File: config.mk
export PLATFORM = sky130hd
export DESIGN_NAME = panel_bus_master
export DESIGN_NICKNAME = d
export VERILOG_FILES = /design/src/verilog/panel_bus_pkg.sv /design/src/verilog/phase_timer.sv /design/src/verilog/panel_bus_master.sv
export VERILOG_INCLUDE_DIRS = /design/src /design/src/verilog
export SDC_FILE = /design/constraint.sdc
export NUM_CORES = 1
export LEC_CHECK = 0
export BUFFER_PORTS_ARGS = -buffer_cell sky130_fd_sc_hd__buf_2
export CORE_MARGIN = 4
export CORE_UTILIZATION = 61
export DETAILED_ROUTE_END_ITERATION = 8
export PLACE_DENSITY_LB_ADDON = 0.05
export SYNTH_ARGS = -nofsm -noshare
export SYNTH_HDL_FRONTEND = slang
export SYNTH_SLANG_ARGS = --single-unit
export TNS_END_PERCENT = 20
File: constraint.sdc
create_clock -name ref_clk_i -period 4.1 [get_ports ref_clk_i]
set_input_delay 0.41 -clock ref_clk_i [delete_from_list [all_inputs] [get_ports ref_clk_i]]
set_output_delay 0.41 -clock ref_clk_i [all_outputs]
set_load 0.005 [all_outputs]
File: src/verilog/panel_bus_params.svh
// Timing and field constants for the panel bus master
`ifndef PANEL_BUS_PARAMS_SVH
`define PANEL_BUS_PARAMS_SVH
`define CLK_PERIOD_NS        5
`define STORE_LOW_TIME_NS    170
`define STORE_HIGH_TIME_NS   85
`define STORE_CYCLE_TIME_NS  255
`define FETCH_LOW_TIME_NS    300
`define FETCH_HIGH_TIME_NS   300
`define FETCH_CYCLE_TIME_NS  600
`define PANEL_RESET_TIME_NS  10000
`define MASTER_RESET_TIME_NS 2000
`define DATA_W               8
`define CNT_W                16
`define CNT_ONE              16'h0001
`define CNT_ZERO             16'h0000
`define BYTE_ZERO            8'h00
`define OP_RD_INDEX          2'h0
`define OP_WR_INDEX          2'h1
`define OP_RD_DATA           2'h2
`define OP_WR_DATA           2'h3
`define OP_WRITE_BIT         0
`define OP_DATA_BIT          1
`endif

File: src/verilog/panel_bus_pkg.sv
// Types shared by the panel bus master
package panel_bus_pkg;
    typedef logic [1:0] op_t;
    typedef enum logic [5:0] {
        ST_RESET = 6'b000001,
        ST_IDLE  = 6'b000010,
        ST_SETUP = 6'b000100,
        ST_LOW   = 6'b001000,
        ST_HIGH  = 6'b010000,
        ST_DONE  = 6'b100000
    } phase_t;
endpackage

File: src/verilog/phase_timer.sv
// Down-counter that flags expiry of a loaded cycle count
`timescale 1ns/10ps
`include "panel_bus_params.svh"
module phase_timer #(
    parameter int CNT_W = 16
) (
    input  wire logic             ref_clk_i,
    input  wire logic             arst_n_i,
    input  wire logic             load_i,
    input  wire logic [CNT_W-1:0] count_i,
    output logic                  expired_o
);
    logic [CNT_W-1:0] remain;

    initial begin
        if (CNT_W < 4) begin
            $error("phase_timer: CNT_W too small");
        end
    end

    always_ff @(posedge ref_clk_i or negedge arst_n_i) begin
        if (!arst_n_i) begin
            remain <= '0;
        end else if (load_i) begin
            remain <= count_i;
        end else if (remain != '0) begin
            remain <= remain - CNT_W'(1);
        end
    end

    // Expiry depends on the count only, so a load decided from it is no loop
    assign expired_o = (remain == '0);

endmodule // phase_timer

File: src/verilog/panel_bus_master.sv
// 8-bit 80-series parallel bus master for a display panel
// Functional notes
// - Status read: select low, index_or_data_select low, write high, read pulses.
// - Index write: select low, index_or_data_select low, read high, write pulses.
// - Memory read: select low, index_or_data_select high, write high, read pulses.
// - Data write: select low, index_or_data_select high, read high, write pulses.
// - Accesses happen only while select is low; select high means nothing.
// - All transfers use one shared 8-bit two-way panel_data_bus.
// - Panel is initialised by a low pulse on its reset output.
// - Write strobe low while write data are presented on the bus.
// - Read strobe low while the panel returns data on the bus.
// - Write strobe low at least 170 ns, high at least 85 ns.
// - Read strobe low at least 300 ns, high at least 300 ns.
// - Master reset is an external low pulse over 2 us only; arst_n_i resets at once on any low level, its width unchecked.
`timescale 1ns/10ps
`include "panel_bus_params.svh"
module panel_bus_master
    import panel_bus_pkg::*;
#(
    parameter int PANEL_RESET_NS = `PANEL_RESET_TIME_NS
) (
    input  wire logic                 ref_clk_i,
    input  wire logic                 arst_n_i,
    input  wire logic                 req_valid_i,
    output logic                      req_ready_o,
    input  wire panel_bus_pkg::op_t   req_op_i,
    input  wire logic [`DATA_W-1:0]   req_data_i,
    output logic                      rsp_valid_o,
    output logic [`DATA_W-1:0]        rsp_data_o,
    output logic                      panel_select_n_o,
    output logic                      index_or_data_select_o,
    output logic                      fetch_strobe_n_o,
    output logic                      store_strobe_n_o,
    output logic                      panel_reset_n_o,
    input  wire logic [`DATA_W-1:0]   panel_data_bus_i,
    output logic [`DATA_W-1:0]        panel_data_bus_o,
    output logic                      panel_data_bus_oe_o
);
    import panel_bus_pkg::*;

    localparam int CLK_NS = `CLK_PERIOD_NS;
    // Least times round up to whole cycles
    localparam int STORE_LOW_CYC =
        (`STORE_LOW_TIME_NS + CLK_NS - 1) / CLK_NS;
    localparam int STORE_HIGH_CYC =
        (`STORE_HIGH_TIME_NS + CLK_NS - 1) / CLK_NS;
    localparam int FETCH_LOW_CYC =
        (`FETCH_LOW_TIME_NS + CLK_NS - 1) / CLK_NS;
    localparam int FETCH_HIGH_CYC =
        (`FETCH_HIGH_TIME_NS + CLK_NS - 1) / CLK_NS;
    localparam int PANEL_RESET_CYC =
        (PANEL_RESET_NS + CLK_NS - 1) / CLK_NS;
    localparam int STORE_CYCLE_CYC =
        (`STORE_CYCLE_TIME_NS + CLK_NS - 1) / CLK_NS;
    localparam int FETCH_CYCLE_CYC =
        (`FETCH_CYCLE_TIME_NS + CLK_NS - 1) / CLK_NS;

    initial begin
        if (PANEL_RESET_CYC < 2 || PANEL_RESET_CYC > 65535) begin
            $error("panel_bus_master: PANEL_RESET_NS out of range");
        end
        if (STORE_LOW_CYC + STORE_HIGH_CYC < STORE_CYCLE_CYC ||
            FETCH_LOW_CYC + FETCH_HIGH_CYC < FETCH_CYCLE_CYC) begin
            $error("panel_bus_master: cycle total not met");
        end
    end

    phase_t           phase;
    op_t              op;
    logic             expired;
    logic             load;
    logic [`CNT_W-1:0] load_count;

    // Timer load counts are one less for the low phase, since load takes a cycle, and two less for the high phase
    always_comb begin
        load       = 1'b0;
        load_count = `CNT_ZERO;
        case (phase)
            ST_RESET: begin
                load       = 1'b0;
                load_count = `CNT_ZERO;
            end
            ST_IDLE: begin
                load       = req_valid_i;
                load_count = `CNT_ONE;
            end
            ST_SETUP: begin
                load       = expired;
                load_count = op[`OP_WRITE_BIT]
                    ? `CNT_W'(STORE_LOW_CYC - 1)
                    : `CNT_W'(FETCH_LOW_CYC - 1);
            end
            ST_LOW: begin
                load       = expired;
                load_count = op[`OP_WRITE_BIT]
                    ? `CNT_W'(STORE_HIGH_CYC - 2)
                    : `CNT_W'(FETCH_HIGH_CYC - 2);
            end
            default: begin
                load       = 1'b0;
                load_count = `CNT_ZERO;
            end
        endcase
    end

    phase_timer #(
        .CNT_W     (`CNT_W)
    ) u_timer (
        .ref_clk_i (ref_clk_i),
        .arst_n_i  (arst_n_i),
        .load_i    (load),
        .count_i   (load_count),
        .expired_o (expired)
    );

    // Panel reset pulse after master reset release
    logic [`CNT_W-1:0] rst_cnt;
    always_ff @(posedge ref_clk_i or negedge arst_n_i) begin
        if (!arst_n_i) begin
            rst_cnt         <= `CNT_ZERO;
            panel_reset_n_o <= 1'b0;
        end else if (phase == ST_RESET) begin
            rst_cnt <= rst_cnt + `CNT_ONE;
            if (rst_cnt == `CNT_W'(PANEL_RESET_CYC - 1)) begin
                panel_reset_n_o <= 1'b1;
            end
        end
    end

    always_ff @(posedge ref_clk_i or negedge arst_n_i) begin
        if (!arst_n_i) begin
            phase <= ST_RESET;
        end else begin
            case (phase)
                ST_RESET: if (panel_reset_n_o) phase <= ST_IDLE;
                ST_IDLE:  if (req_valid_i) phase <= ST_SETUP;
                ST_SETUP: if (expired) phase <= ST_LOW;
                ST_LOW:   if (expired) phase <= ST_HIGH;
                ST_HIGH:  if (expired) phase <= ST_DONE;
                ST_DONE:  phase <= ST_IDLE;
                default:  phase <= ST_RESET;
            endcase
        end
    end

    always_ff @(posedge ref_clk_i or negedge arst_n_i) begin
        if (!arst_n_i) begin
            op               <= `OP_RD_INDEX;
            panel_data_bus_o <= `BYTE_ZERO;
        end else if (phase == ST_IDLE && req_valid_i) begin
            op               <= req_op_i;
            panel_data_bus_o <= req_data_i;
        end
    end

    // Pin levels
    always_ff @(posedge ref_clk_i or negedge arst_n_i) begin
        if (!arst_n_i) begin
            panel_select_n_o       <= 1'b1;
            index_or_data_select_o <= 1'b0;
            store_strobe_n_o       <= 1'b1;
            fetch_strobe_n_o       <= 1'b1;
            panel_data_bus_oe_o    <= 1'b0;
        end else begin
            case (phase)
                ST_IDLE: begin
                    panel_select_n_o <= !req_valid_i;
                    index_or_data_select_o <=
                        req_op_i[`OP_DATA_BIT];
                    panel_data_bus_oe_o <=
                        req_valid_i && req_op_i[`OP_WRITE_BIT];
                end
                ST_SETUP: begin
                    if (expired) begin
                        store_strobe_n_o <= !op[`OP_WRITE_BIT];
                        fetch_strobe_n_o <= op[`OP_WRITE_BIT];
                    end
                end
                ST_LOW: begin
                    if (expired) begin
                        store_strobe_n_o <= 1'b1;
                        fetch_strobe_n_o <= 1'b1;
                    end
                end
                ST_DONE: begin
                    panel_select_n_o    <= 1'b1;
                    panel_data_bus_oe_o <= 1'b0;
                end
                default: begin
                    panel_select_n_o <= panel_select_n_o;
                end
            endcase
        end
    end

    // Two-stage capture of the panel bus pins
    logic [`DATA_W-1:0] bus_meta;
    logic [`DATA_W-1:0] bus_sync;
    always_ff @(posedge ref_clk_i or negedge arst_n_i) begin
        if (!arst_n_i) begin
            bus_meta <= `BYTE_ZERO;
            bus_sync <= `BYTE_ZERO;
        end else begin
            bus_meta <= panel_data_bus_i;
            bus_sync <= bus_meta;
        end
    end

    // Capture as the read strobe rises; bus settled long before
    always_ff @(posedge ref_clk_i or negedge arst_n_i) begin
        if (!arst_n_i) begin
            rsp_data_o  <= `BYTE_ZERO;
            rsp_valid_o <= 1'b0;
        end else begin
            rsp_valid_o <= 1'b0;
            if (phase == ST_LOW && expired && !op[`OP_WRITE_BIT]) begin
                rsp_data_o  <= bus_sync;
                rsp_valid_o <= 1'b1;
            end
        end
    end

    assign req_ready_o = (phase == ST_IDLE);

    // Checks
    logic [`CNT_W-1:0] low_len;
    logic [`CNT_W-1:0] high_len;
    always_ff @(posedge ref_clk_i or negedge arst_n_i) begin
        if (!arst_n_i) begin
            low_len  <= `CNT_ZERO;
            high_len <= `CNT_ZERO;
        end else begin
            low_len  <= (!store_strobe_n_o || !fetch_strobe_n_o)
                ? low_len + `CNT_ONE : `CNT_ZERO;
            high_len <= (store_strobe_n_o && fetch_strobe_n_o)
                ? high_len + `CNT_ONE : `CNT_ZERO;
        end
    end
endmodule // panel_bus_master

==> flow_metrics.tcl <==
set metrics [dict create \
    p_comb_share_pct 1.7 \
    fin_setup_tns_ns 0 \
    routed_wl_mm 6.49 \
    power_switching_mw 0.314 \
    grt_antenna_before_repair 0 \
    path_cells "nor4_1, nand4_1, o21ai_1, a22o_1" \
    synthCells 307 \
    regToRegSetupSlack_ns 1.66 \
    synth_adder_area_share_pct 1.11 \
    grtUsageTotal_pct 21.9 \
    synth.net_count 331 \
    status "finished, final reports clean" \
    cp-end-kind "register" \
    cp_slowest_cell "nor4_1" \
    antenna_cells 0 \
    cts_sinks 78 \
    critPathCapture "u_timer.remain[2]" \
    gp_congestion 0.810 \
    cts_resized 0 \
    synthToLayoutAreaGrowth_pct 13.7 \
    synth_cell_types 48 \
    num_vias 2457 \
    synth_top_family_by_area "simple AND/OR/NAND/NOR gates" \
    pin_count 45 \
    fin_crit_ns 2.44 \
    worstHoldPathType "in2reg" \
    nets 374 \
    max_freq_ghz 0.411 \
    hold_viol 0 \
    async_flop_share_pct 100 \
    placed_area_um2 3640 \
    drt_iter0_markers 141 \
    cts_max_level 3 \
    cp_top_family "simple AND/OR/NAND/NOR gates" \
    yosys.area_share.simple_pct 22.1 \
    slew_headroom_pct 37.7 \
    worstSetupStartpoint "u_timer.remain[7]" \
    clock_latency_ns 0.35 \
    leakagePower_nw 1.86 \
    numCtsBuffers 9 \
    synthTopCellsByCount "dfrtp_1, nand2_1, a21oi_1" \
    ant_nets 0 \
    wl_per_cell_um 15.3 \
    worst_path_largest_cell_delay_ns 0.65 \
    whs_ns 0.169 \
    start_kind "register" \
    yosysMostFrequentCell "dfrtp_1" \
    netlist_area_um2 3380 \
    p_int_mw 1.07 \
    finalClockSkew_ns 0.0137 \
    critPathKind "reg2reg" \
    drtPass1Iterations 4 \
    drcViolationCount 0 \
    die-area_um2 6790 \
    path_max_fanout 8 \
    grt_pass1_vias 2490 \
    ctsHoldBuffers 0 \
    hpwl_mm 4.36 \
    layout-drive-gt1-share_pct 23.7 \
    setup_viol 0 \
    synth.area.top_cells "dfrtp_1, nand2_1, mux2_2" \
    switching_share_pct 22.6 \
    root_buffer "clkbuf_8" \
    io_buffers 44 \
    synthFlopType "dfrtp_1" \
    start_util_pct 64.5 \
    totalPowerFinal_mw 1.39 \
    tightest_slew_ns 0.934 \
    fin_area_um2 3840 \
    cp_data_arrival_time_ns 2.72 \
    clockBufferDepth 2 \
    coreArea_um2 5240 \
    rr_endpoint "u_timer.remain[2]" \
    rr_worst_depth 4 \
    synthMuxAreaShare_pct 4.30 \
    die_w_um 82.4 \
    post_cts_buffers 0 \
    pwr-share-clk_pct 42.2 \
    ys_warn_count 0 \
    grt_first_pass_wirelength_mm 11.4 \
    row_count 26 \
    synth-compound-area-share_pct 7.85 \
    grt_max_degree 79 \
    irDropWorstVdd_v 0.000216 \
    cts.clk_slew.worst_paths_ns 0.08 \
    cts_tree "built" \
    max-cap-violations 0 \
    yosys.area.top_type_share_pct 54.8 \
    powerDensity_nw_per_um2 361 \
    worst-path-buf-inv 0 \
    required_ns 4.38 \
    maxSlewViolCount 0 \
    timing.rr.start "u_timer.remain[7]" \
    die_h_um 82.4 \
    p_seq_share_pct 56.1 \
    yosysSeqAreaShare_pct 57.9 \
    stdcell_count 425 \
    syn_avg_cell_area_um2 11.0 \
    crit_cells 4 \
    place_inst 409 \
    synth_edf_count 0 \
    synth_xor_area_share_pct 4.93 \
    synth_seq_cells 78 \
    rsz0062_at_grt "no" \
    yosysTopAreaCell "dfrtp_1" \
    routed_via_density 5.78 \
    overflow 0 \
    fin_crit_sh_pct 59.4 \
]
[sequential cells by signal, summed over array words and instances, names as in the netlist, 6 cells and up]
name              count
bus_meta              8
u_timer.remain       16
panel_data_bus_o      8
bus_sync              8
rst_cnt              16
phase                 6
rsp_data_o            8
[cell families after synthesis]
group                    count (synthesis)
AO/OA/AOI/OAI                           43
XOR/XNOR                                19
adder cells (fa/ha/maj)                  3
buffers and inverters                   15
flip-flops                              78
multiplexers                            13
AND/OR/NAND/NOR                        136
[per-layer routing]
layer / share of wire, % / up-vias / wire length [um] / GRT usage (%)
met3: 4.3 / 13 / 280 / 4.01
li1: - / 1179 / - / -
met5: 0 / - / 0 / 0
met4: 1.6 / 0 / 104 / 8.31
met2: 48 / 52 / 3130 / 33.9
met1: 46 / 1213 / 2970 / 30.9
[placed cells by master, fill, tap and decap left out, types with 3 or more instances in the layout]
master / synthesis / routed
o31ai_1: 4 / 4
nand2b_1: 7 / 7
mux2_2: 12 / 12
xnor2_1: 13 / 13
or4_1: 9 / 9
nand2_1: 46 / 46
xor2_1: 6 / 6
buf_2: 2 / 43
dfstp_2: 4 / 4
a21oi_1: 17 / 17
nand4_1: 8 / 8
nand3_1: 10 / 10
inv_1: 3 / 3
ha_1: 3 / 3
or2_2: 3 / 3
and4_1: 3 / 3
o21ai_0: 8 / 8
nand3b_1: 4 / 4
dfrtp_1: 74 / 74
inv_6: 0 / 3
nor3_1: 7 / 7
clkbuf_8: 0 / 9
nor2_1: 13 / 13
nor4_1: 5 / 5
or3_1: 6 / 6
[layout make-up]
| class | count | area (um^2) |
|---|---|---|
| flip-flops and latches | 78 | 1960 |
| fillers | 390 | 1400 |
| multi-input cells | 214 | 1360 |
| repair buffers | 44 | 223 |
| clock buffers | 9 | 124 |
| well taps | 70 | 87.6 |
| clock inverters | 7 | 77.6 |
| inverters | 3 | 11.3 |
[worst min-delay path by stage]
stage / from / depth (start not counted) / slack, ns / endpoint
after floorplan: arst_n_i / 0 / 0.11 / bus_meta[0]
after global routing: panel_data_bus_i[7] / 1 / 0.15 / bus_meta[7]
after CTS: panel_data_bus_i[0] / 1 / 0.15 / bus_meta[0]
after global placement: bus_meta[4] / 0 / 0.33 / bus_sync[4]
after detailed placement: bus_meta[4] / 0 / 0.33 / bus_sync[4]
final: panel_data_bus_i[7] / 1 / 0.17 / bus_meta[7]
[stage by stage]
step                setup slack (ns)  util (%)
detailed placement              1.70      69.5
floorplan                       1.89         -
global route                    1.38      73.3
global placement                1.73      69.5
finish                          1.66      73.3
CTS                             1.65      73.3
[power by group through the flow]
| stage | Clock, mW | Combinational (mW) | Sequential (mW) |
|---|---|---|---|
| 5_1_grt | 0.636 | 0.0283 | 0.779 |
| 2_1_floorplan | 0 | 0.000189 | 0.793 |
| 3_3_place_gp | 0 | 0.0246 | 0.794 |
| 6_report | 0.585 | 0.0234 | 0.779 |
| 3_5_place_dp | 0 | 0.0247 | 0.794 |
| 4_1_cts | 0.596 | 0.0248 | 0.779 |
(Power assumes the default switching activity.)
